--- config.mk ---
export PLATFORM = sky130hd
export DESIGN_NAME = host_interface_mode_control
export DESIGN_NICKNAME = d
export VERILOG_FILES = /design/src/shared/hostif_pkg.sv /design/src/message_rom.sv /design/src/host_interface_mode_control.sv
export VERILOG_INCLUDE_DIRS = /design/src /design/src/shared
export SDC_FILE = /design/constraint.sdc
export NUM_CORES = 1
export LEC_CHECK = 0
export BUFFER_PORTS_ARGS = -buffer_cell sky130_fd_sc_hd__buf_4
export CORE_MARGIN = 1
export CORE_UTILIZATION = 50
export DETAILED_ROUTE_END_ITERATION = 10
export PLACE_DENSITY = 0.76
export SYNTH_ARGS = -nofsm -noshare
export SYNTH_HDL_FRONTEND = slang
export SYNTH_SLANG_ARGS = --single-unit
--- constraint.sdc ---
create_clock -name core_clk -period 5.1 [get_ports core_clk]
set_input_delay 0 -clock core_clk [delete_from_list [all_inputs] [get_ports core_clk]]
set_output_delay 0 -clock core_clk [all_outputs]
set_load 0.1 [all_outputs]
--- src/shared/hostif_defs.svh ---
// constants for the host interface mode controller: offsets, fields, codes, timing
// assumes one 40 MHz core clock and an apb slave with 32-bit data
`ifndef HOSTIF_DEFS_SVH
`define HOSTIF_DEFS_SVH

`define CTRL_OFS 8'h00
`define STAT_OFS 8'h04

`define CTRL_MODE_LSB 0
`define CTRL_CDSRC_BIT 3
`define CTRL_RATE_LSB 4
`define CTRL_SOFT_BIT 8
`define CTRL_HARD_BIT 9
`define STAT_MSG_BIT 3
`define STAT_RATE_LSB 4
`define STAT_KEY_BIT 8

`define RATE_1200 4'h2
`define RATE_RESET 4'h2
`define CDSRC_RESET 1'b0

`define BYTE_CTRL_C 8'h03
`define BYTE_FEND 8'hc0
`define BYTE_KISS_MID 8'hff
`define BYTE_Q_LOW 8'h71
`define BYTE_Q_UP 8'h51
`define BYTE_CR 8'h0d

`define MSG_STATUS_FIRST 4'h0
`define MSG_STATUS_LAST 4'h2
`define MSG_SIGNON_FIRST 4'h3
`define MSG_SIGNON_LAST 4'hb

`define CLK_PERIOD_NS 25
`define DEFER_NS 10000
`define DEFER_CYC ((`DEFER_NS + `CLK_PERIOD_NS - 1) / `CLK_PERIOD_NS)
`define BOOT_CYC 2'h3

`endif

--- src/shared/hostif_pkg.sv ---
// types shared by the host interface mode controller
// assumes nothing beyond the constants header
package hostif_pkg;

  typedef enum logic [2:0] {
    MODE_CMD = 3'b000,
    MODE_HOST = 3'b001,
    MODE_KISS = 3'b010,
    MODE_MULTIDROP_EXTENDED_FRAMING_MODE = 3'b011,
    MODE_MODEM = 3'b100
  } mode_type;

endpackage : hostif_pkg

--- src/message_rom.sv ---
// message table for the status string and the sign-on text
// assumes the reader waits one clock for the registered data
module message_rom (
  input wire logic core_clk,
  input wire logic [3:0] addr,
  output logic [7:0] data_ff
);

  always_ff @(posedge core_clk) begin
    unique case (addr)
      4'h0: data_ff <= 8'h53;
      4'h1: data_ff <= 8'h30;
      4'h2: data_ff <= 8'h30;
      4'h3: data_ff <= 8'h0d;
      4'h4: data_ff <= 8'h0a;
      4'h5: data_ff <= 8'h52;
      4'h6: data_ff <= 8'h45;
      4'h7: data_ff <= 8'h41;
      4'h8: data_ff <= 8'h44;
      4'h9: data_ff <= 8'h59;
      4'ha: data_ff <= 8'h0d;
      4'hb: data_ff <= 8'h0a;
      default: data_ff <= 8'h00;
    endcase
  end

endmodule : message_rom

--- src/host_interface_mode_control.sv ---
// host interface mode controller: mode selection, exit detectors, message sender,
// kiss byte routing with channel deferral, modem pass-through
// assumes a uart on core_clk supplies and takes whole bytes, and an apb master
`include "hostif_defs.svh"

module host_interface_mode_control
  import hostif_pkg::*;
(
  input wire logic core_clk,
  input wire logic rst_n,
  input wire logic psel,
  input wire logic penable,
  input wire logic pwrite,
  input wire logic [7:0] paddr,
  input wire logic [31:0] pwdata,
  output logic pready_ff,
  output logic [31:0] prdata_ff,
  output logic pslverr_ff,
  input wire logic host_rx_valid,
  input wire logic [7:0] host_rx_data,
  output logic host_rx_ready_ff,
  output logic host_tx_valid_ff,
  output logic [7:0] host_tx_data_ff,
  input wire logic host_tx_ready,
  output logic cmd_rx_valid_ff,
  output logic [7:0] cmd_rx_data_ff,
  input wire logic radio1_demod,
  output logic modem_txd_ff,
  output logic modem_pass_ff,
  input wire logic rx_ind,
  input wire logic ext_cd,
  output logic cd_out_ff,
  output logic [3:0] line_rate_ff,
  input wire logic rf_rx_valid,
  input wire logic [7:0] rf_rx_data,
  output logic rf_rx_ready_ff,
  input wire logic chan_busy,
  output logic radio_tx_valid_ff,
  output logic [7:0] radio_tx_data_ff,
  input wire logic radio_tx_ready,
  input wire logic [2:0] nv_mode_in,
  output logic nv_write_ff,
  output logic [2:0] nv_mode_ff
);

  ////////////////////////////////////////////////////////////////////////////
  // exit sequence matching, shared by all three detectors

  function automatic logic byte_hits(input logic [1:0] det, input logic [1:0] pos,
                                     input logic [7:0] b);
    logic hit;
    hit = 1'b0;
    unique case (det)
      2'd0: hit = (b == `BYTE_CTRL_C);
      2'd1: hit = (pos == 2'd1) ? (b == `BYTE_Q_LOW || b == `BYTE_Q_UP)
                                : (b == `BYTE_FEND);
      default: hit = (pos == 2'd1) ? (b == `BYTE_KISS_MID) : (b == `BYTE_FEND);
    endcase
    return hit;
  endfunction : byte_hits

  function automatic logic [1:0] next_count(input logic [1:0] det, input logic [1:0] cnt,
                                            input logic [7:0] b);
    logic [1:0] res;
    res = 2'd0;
    if (byte_hits(det, cnt, b)) begin
      res = cnt + 2'd1;
    end else if (byte_hits(det, 2'd0, b)) begin
      res = 2'd1;
    end
    return res;
  endfunction : next_count

  ////////////////////////////////////////////////////////////////////////////
  // pin synchronisers

  logic [1:0] demod_sync_ff;
  logic [1:0] cd_sync_ff;
  logic [1:0] busy_sync_ff;
  logic [5:0] nv_sync_ff;

  always_ff @(posedge core_clk) begin
    demod_sync_ff <= {demod_sync_ff[0], radio1_demod};
    cd_sync_ff <= {cd_sync_ff[0], ext_cd};
    busy_sync_ff <= {busy_sync_ff[0], chan_busy};
    nv_sync_ff <= {nv_sync_ff[2:0], nv_mode_in};
  end

  ////////////////////////////////////////////////////////////////////////////
  // apb slave: one wait state, write lands at the edge where pready is high

  logic [2:0] mode_sel_ff;
  logic cd_src_ff;
  logic [3:0] rate_set_ff;
  mode_type active_ff;
  logic msg_active_ff;
  logic keyed_ff;
  logic access;
  logic wr_ctrl;
  logic soft_req;
  logic hard_req;

  assign access = psel & penable & pready_ff;
  assign wr_ctrl = access & pwrite & (paddr == `CTRL_OFS);
  assign soft_req = wr_ctrl & pwdata[`CTRL_SOFT_BIT];
  assign hard_req = wr_ctrl & pwdata[`CTRL_HARD_BIT];

  always_ff @(posedge core_clk) begin
    if (!rst_n) begin
      pready_ff <= 1'b0;
      prdata_ff <= 32'h0000_0000;
      pslverr_ff <= 1'b0;
    end else begin
      pready_ff <= psel & penable & ~pready_ff;
      pslverr_ff <= psel & penable & ~pready_ff & (paddr != `CTRL_OFS)
                    & (paddr != `STAT_OFS);
      prdata_ff <= 32'h0000_0000;
      if (psel & penable & ~pready_ff & ~pwrite) begin
        if (paddr == `CTRL_OFS) begin
          prdata_ff <= {24'h00_0000, rate_set_ff, cd_src_ff, mode_sel_ff};
        end else if (paddr == `STAT_OFS) begin
          prdata_ff <= {23'h00_0000, keyed_ff, line_rate_ff, msg_active_ff, active_ff};
        end
      end
    end
  end

  ////////////////////////////////////////////////////////////////////////////
  // stored settings; the mode copy also goes out to non-volatile storage

  always_ff @(posedge core_clk) begin
    if (!rst_n) begin
      cd_src_ff <= `CDSRC_RESET;
      rate_set_ff <= `RATE_RESET;
    end else if (wr_ctrl) begin
      cd_src_ff <= pwdata[`CTRL_CDSRC_BIT];
      rate_set_ff <= pwdata[`CTRL_RATE_LSB +: 4];
    end
  end

  logic [1:0] boot_cnt_ff;
  logic boot_load;

  assign boot_load = (boot_cnt_ff == `BOOT_CYC - 2'd1);

  always_ff @(posedge core_clk) begin
    if (!rst_n) begin
      boot_cnt_ff <= 2'd0;
    end else if (boot_cnt_ff != `BOOT_CYC) begin
      boot_cnt_ff <= boot_cnt_ff + 2'd1;
    end
  end

  always_ff @(posedge core_clk) begin
    if (!rst_n) begin
      mode_sel_ff <= MODE_CMD;
      nv_write_ff <= 1'b0;
      nv_mode_ff <= MODE_CMD;
    end else begin
      nv_write_ff <= 1'b0;
      if (boot_load) begin
        mode_sel_ff <= nv_sync_ff[5:3];
      end else if (hard_req) begin
        mode_sel_ff <= MODE_CMD;
        nv_mode_ff <= MODE_CMD;
        nv_write_ff <= 1'b1;
      end else if (wr_ctrl) begin
        mode_sel_ff <= pwdata[`CTRL_MODE_LSB +: 3];
        nv_mode_ff <= pwdata[`CTRL_MODE_LSB +: 3];
        nv_write_ff <= 1'b1;
      end
    end
  end

  ////////////////////////////////////////////////////////////////////////////
  // exit detectors: 0 modem, 1 host, 2 kiss and extended kiss

  logic [1:0] match_ff [3];
  logic [2:0] armed;
  logic [2:0] seq_done;
  logic rx_take;

  assign rx_take = host_rx_valid & host_rx_ready_ff;
  assign armed[0] = (active_ff == MODE_MODEM);
  assign armed[1] = (active_ff == MODE_HOST);
  assign armed[2] = (active_ff == MODE_KISS) | (active_ff == MODE_MULTIDROP_EXTENDED_FRAMING_MODE);

  for (genvar d = 0; d < 3; d++) begin : g_det
    logic [1:0] nxt_match;
    assign nxt_match = next_count(2'(d), match_ff[d], host_rx_data);
    assign seq_done[d] = armed[d] & rx_take & (nxt_match == 2'd3);
    always_ff @(posedge core_clk) begin
      if (!rst_n || !armed[d] || seq_done[d]) begin
        match_ff[d] <= 2'd0;
      end else if (rx_take) begin
        match_ff[d] <= nxt_match;
      end
    end
  end

  ////////////////////////////////////////////////////////////////////////////
  // active mode: power-up applies everything, soft reset all but modem

  logic start_status_ff;
  logic start_signon_ff;

  always_ff @(posedge core_clk) begin
    if (!rst_n) begin
      active_ff <= MODE_CMD;
      start_status_ff <= 1'b0;
      start_signon_ff <= 1'b0;
    end else begin
      start_status_ff <= 1'b0;
      start_signon_ff <= 1'b0;
      if (hard_req) begin
        active_ff <= MODE_CMD;
      end else if (|seq_done) begin
        active_ff <= MODE_CMD;
        start_signon_ff <= seq_done[1];
      end else if (boot_load || (soft_req && mode_sel_ff != MODE_MODEM)) begin
        unique case (boot_load ? nv_sync_ff[5:3] : mode_sel_ff)
          MODE_HOST: begin
            active_ff <= MODE_HOST;
            start_status_ff <= 1'b1;
          end
          MODE_KISS: active_ff <= MODE_KISS;
          MODE_MULTIDROP_EXTENDED_FRAMING_MODE: active_ff <= MODE_MULTIDROP_EXTENDED_FRAMING_MODE;
          MODE_MODEM: active_ff <= MODE_MODEM;
          default: active_ff <= MODE_CMD;
        endcase
      end else if (armed[1] && rx_take && host_rx_data == `BYTE_CR
                   && match_ff[1] == 2'd0) begin
        start_status_ff <= 1'b1;
      end
    end
  end

  ////////////////////////////////////////////////////////////////////////////
  // serial line controls and modem pass-through

  always_ff @(posedge core_clk) begin
    if (!rst_n) begin
      modem_txd_ff <= 1'b1;
      modem_pass_ff <= 1'b0;
      cd_out_ff <= 1'b0;
      line_rate_ff <= `RATE_RESET;
    end else begin
      modem_pass_ff <= armed[0];
      modem_txd_ff <= demod_sync_ff[1];
      cd_out_ff <= cd_src_ff ? cd_sync_ff[1] : rx_ind;
      line_rate_ff <= armed[0] ? `RATE_1200 : rate_set_ff;
    end
  end

  ////////////////////////////////////////////////////////////////////////////
  // host side transmit: messages first, then radio frames in kiss modes

  logic [3:0] msg_addr_ff;
  logic [3:0] msg_last_ff;
  logic fetch_ff;
  logic [7:0] rom_data;
  logic rf_take;
  logic fetch_go;
  logic nxt_host_valid;

  message_rom u_rom (
    .core_clk(core_clk),
    .addr(msg_addr_ff),
    .data_ff(rom_data)
  );

  assign rf_take = rf_rx_valid & rf_rx_ready_ff;
  assign fetch_go = msg_active_ff & ~fetch_ff & ~host_tx_valid_ff & ~rf_take;
  assign nxt_host_valid = fetch_ff | rf_take | (host_tx_valid_ff & ~host_tx_ready);

  always_ff @(posedge core_clk) begin
    if (!rst_n) begin
      msg_active_ff <= 1'b0;
      msg_addr_ff <= 4'h0;
      msg_last_ff <= 4'h0;
      fetch_ff <= 1'b0;
    end else begin
      fetch_ff <= fetch_go;
      if (start_signon_ff) begin
        msg_active_ff <= 1'b1;
        msg_addr_ff <= `MSG_SIGNON_FIRST;
        msg_last_ff <= `MSG_SIGNON_LAST;
      end else if (start_status_ff && !msg_active_ff) begin
        msg_active_ff <= 1'b1;
        msg_addr_ff <= `MSG_STATUS_FIRST;
        msg_last_ff <= `MSG_STATUS_LAST;
      end else if (fetch_ff) begin
        msg_addr_ff <= msg_addr_ff + 4'h1;
        msg_active_ff <= (msg_addr_ff != msg_last_ff);
      end
    end
  end

  always_ff @(posedge core_clk) begin
    if (!rst_n) begin
      host_tx_valid_ff <= 1'b0;
      host_tx_data_ff <= 8'h00;
      rf_rx_ready_ff <= 1'b0;
    end else begin
      host_tx_valid_ff <= nxt_host_valid;
      if (fetch_ff) begin
        host_tx_data_ff <= rom_data;
      end else if (rf_take) begin
        host_tx_data_ff <= rf_rx_data;
      end
      // ready only when the slot is sure to be free at the next edge
      rf_rx_ready_ff <= armed[2] & ~msg_active_ff & ~start_signon_ff & ~nxt_host_valid
                        & ~rf_take;
    end
  end

  ////////////////////////////////////////////////////////////////////////////
  // host receive: command bytes out, kiss bytes toward the radio

  logic tx_pend_ff;
  logic [7:0] tx_byte_ff;
  logic nxt_tx_pend;
  logic radio_take;

  assign radio_take = radio_tx_valid_ff & radio_tx_ready;
  assign nxt_tx_pend = (tx_pend_ff & ~radio_take) | (rx_take & armed[2]);

  always_ff @(posedge core_clk) begin
    if (!rst_n) begin
      cmd_rx_valid_ff <= 1'b0;
      cmd_rx_data_ff <= 8'h00;
      host_rx_ready_ff <= 1'b0;
      tx_pend_ff <= 1'b0;
      tx_byte_ff <= 8'h00;
    end else begin
      cmd_rx_valid_ff <= rx_take & (active_ff == MODE_CMD || armed[1]);
      if (rx_take) begin
        cmd_rx_data_ff <= host_rx_data;
      end
      // stall the uart while a kiss byte waits for the channel
      host_rx_ready_ff <= ~nxt_tx_pend;
      tx_pend_ff <= nxt_tx_pend;
      if (rx_take && armed[2]) begin
        tx_byte_ff <= host_rx_data;
      end
    end
  end

  ////////////////////////////////////////////////////////////////////////////
  // channel access: wait for a quiet channel before keying, hold till fend

  logic [11:0] idle_cnt_ff;
  logic data_seen_ff;
  logic idle_done;

  assign idle_done = (idle_cnt_ff == 12'(`DEFER_CYC));

  always_ff @(posedge core_clk) begin
    if (!rst_n || busy_sync_ff[1]) begin
      idle_cnt_ff <= 12'h000;
    end else if (!idle_done) begin
      idle_cnt_ff <= idle_cnt_ff + 12'h001;
    end
  end

  always_ff @(posedge core_clk) begin
    if (!rst_n) begin
      radio_tx_valid_ff <= 1'b0;
      radio_tx_data_ff <= 8'h00;
      keyed_ff <= 1'b0;
      data_seen_ff <= 1'b0;
    end else begin
      if (radio_take) begin
        radio_tx_valid_ff <= 1'b0;
        if (radio_tx_data_ff == `BYTE_FEND) begin
          keyed_ff <= ~data_seen_ff & keyed_ff;
          data_seen_ff <= 1'b0;
        end else begin
          data_seen_ff <= 1'b1;
        end
      end else if (tx_pend_ff && !radio_tx_valid_ff && (keyed_ff || idle_done)) begin
        radio_tx_valid_ff <= 1'b1;
        radio_tx_data_ff <= tx_byte_ff;
        keyed_ff <= 1'b1;
      end
      if (!armed[2]) begin
        keyed_ff <= 1'b0;
        data_seen_ff <= 1'b0;
      end
    end
  end

endmodule : host_interface_mode_control

==> results_dict.tcl <==
set metrics [dict create \
    postCtsSetupBuffers 0 \
    synth_edf_count 6 \
    rr_endpoint "radio_tx_data_ff[6]" \
    synthArstFlopShare_pct 0 \
    seq_area_frac_synth_pct 48.25 \
    cap_violations 0 \
    finalSetupTns_ns 0 \
    cp_slowest_cell "or4_4" \
    io_pins 146 \
    path_class "reg -> reg" \
    syn_inst 546 \
    die_w_um 103.8 \
    max_freq_mhz 441.1 \
    placed_area_um2 5908 \
    start_kind "flip-flop" \
    r2r_start "idle_cnt_ff[6]" \
    die-area_um2 10780 \
    overflow 0 \
    fin_skew_ns 0.008646 \
    initial_utilization_pct 52.34 \
    cts_buffers 17 \
    vdd.ir_drop.worst_mv 0.2437 \
    setup_viol_count_final 0 \
    synth.avg_cell_area_um2 9.499 \
    crit_fanout 10 \
    drc 0 \
    wl_um 11920 \
    cp-startpoint "idle_cnt_ff[6]" \
    drtIter0Drc 156 \
    slew_viol_final 0 \
    coreArea_um2 9910 \
    grt_pass1_vias 4136 \
    max_stage_delay_ns 0.55 \
    io_buffers 100 \
    vias 4242 \
    synthToLayoutAreaGrowth_pct 34.84 \
    min_to "prdata_ff[1]" \
    r2r.worst_path.cells 5 \
    mostFrequentLayoutCells "dfxtp_1 (116), buf_4 (100), nand2_1 (66)" \
    final_util_pct 70.57 \
    wl_per_cell_um 14.32 \
    nFillCells 730 \
    drive_gt1_share_pct 19.31 \
    min_period_over_period_pct 44.45 \
    fin_area_um2 6993 \
    p_per_area_nw_per_um2 364.8 \
    critical_path_required_ns 5.50 \
    synth_flop_cell "dfxtp_1" \
    cts_hold_buffers 45 \
    period_minus_slack_ns 2.267 \
    num_antenna_cells 0 \
    clock_latency_ns 0.51 \
    htreeDepth 4 \
    rsz0062_at_grt "false" \
    tightest_slew_ns 0.9712 \
    die_h_um 103.8 \
    hold_slack_ns 0.02841 \
    track_usage_pct 22.55 \
    cpLargestDelayFamily "simple AND/OR/NAND/NOR gates" \
    arrival_ns 2.67 \
    whs_path_depth 4 \
    clock-root-buffer "clkbuf_8" \
    r2r_slack_ns 2.83 \
    dp_hpwl_um 7731 \
    antenna_found_initial 0 \
    grt_pass1_wl_um 19560 \
    ys_seq_elements 122 \
    min_from "pwrite" \
    critical_path_buf_inv_count 0 \
    cts_resized 0 \
    p_leak_nw 2.960 \
    layout.cells.most_common "dfxtp_1" \
    netlist_area_um2 5186 \
    total_power_mw 2.551 \
    ys_warn_count 0 \
    cts.sink_count 122 \
    cts_tree "yes" \
    crit_chain "or4_4, nor4_4, o211a_1, mux2i_1, nor2b_1" \
    finalHoldViolCount 0 \
    first_pass_iters 4 \
    gp_congestion 0.8597 \
    status "finished, final reports clean" \
    hold_path_class "in -> reg" \
    via_per_inst 5.099 \
    ant_nets 0 \
    cp-end-kind "flip-flop" \
    grt_max_degree 69 \
    relSlewSlack_pct 35.11 \
    std_cell_rows 36 \
    cts_buffer_depth 2 \
    synth_cell_types 54 \
    final_nets 770 \
    clk_pin_slew_worst_paths_ns 0.06 \
]
tightest hold or removal path: cells and delay by family:
kind / cells / cell delay [ns]
buf+inv: 1 / 0.09
simple gates: 3 / 0.41
metrics by stage:
step	worst slack, ns	std cells
2_1_floorplan	2.840	568
3_3_place_gp	2.933	755
3_5_place_dp	2.869	755
4_1_cts	2.838	832
5_1_grt	2.677	832
6_report	2.833	832
routing by layer:
metal / up-vias / wire (um) / GRT usage, % / part of all wire [%]
met5: - / 0 / 0 / 0
met3: 12 / 551 / 5.538 / 4.6
li1: 2109 / - / - / -
met4: 0 / 150 / 8.571 / 1.3
met1: 1994 / 5428 / 27.68 / 46
met2: 127 / 5787 / 38.05 / 49
cells by family after synthesis:
group / synth area share (%)
AOI/OAI and AO/OA: 10.28
xor gates and xnor gates: 2.195
adders and majority gates: 2.895
buffers and inverters: 6.658
DFF: 48.25
muxes: 7.527
other: 0.07231
and+or+nand+nor: 22.12
Yosys cell counts, types with 8 or more instances:
master	instances	area, um^2
nand3_1	11	55.05
mux2i_1	39	390.4
inv_1	17	63.81
clkbuf_1	17	63.81
ha_1	12	150.1
nand2_1	66	247.7
a21boi_0	21	157.7
o21ai_0	15	75.07
dfxtp_1	116	2322
and2_1	13	81.33
nor2b_1	21	131.4
buf_4	24	180.2
nand4_1	9	56.30
o211a_1	8	80.08
nor2_1	43	161.4
a21oi_1	14	70.07
worst max-delay path by stage:
stage,depth (start not counted),slack [ns],endpoint
after global placement,5,2.93,radio_tx_data_ff[2]
after detailed placement,5,2.87,radio_tx_data_ff[6]
after CTS,5,2.84,radio_tx_data_ff[6]
after floorplan,4,2.84,host_rx_ready_ff
final,5,2.83,radio_tx_data_ff[6]
after global routing,4,2.68,host_rx_ready_ff
cell type report:
class                   count  area [um^2]  share of cell area (%)
multi-input cells         382         2421                   34.62
well taps                 133        166.4                   2.380
inverters                  18        67.56                  0.9662
clock inverters             5        100.1                   1.431
repair buffers            145         1201                   17.18
flip-flops and latches    122         2502                   35.78
clock buffers              27        534.3                   7.640
flip-flops by register name, indices dropped and copies added (netlist names), 2 cells and up:
signal / flops
idle_cnt_ff: 12
prdata_ff: 9
cmd_rx_data_ff: 8
host_tx_data_ff: 8
radio_tx_data_ff: 8
tx_byte_ff: 8
u_rom.data_ff: 7
match_ff: 6
nv_sync_ff: 6
line_rate_ff: 4
msg_addr_ff: 4
rate_set_ff: 4
active_ff: 3
mode_sel_ff: 3
nv_mode_ff: 3
boot_cnt_ff: 2
busy_sync_ff: 2
cd_sync_ff: 2
demod_sync_ff: 2
msg_last_ff: 2
where the power goes:
part	internal, mW	total, mW	switching [mW]
registers	0.985	1.00	0.0180
clock network	0.854	1.26	0.401
logic	0.0922	0.293	0.201
No activity file was read; power rests on OpenSTA's default activity.
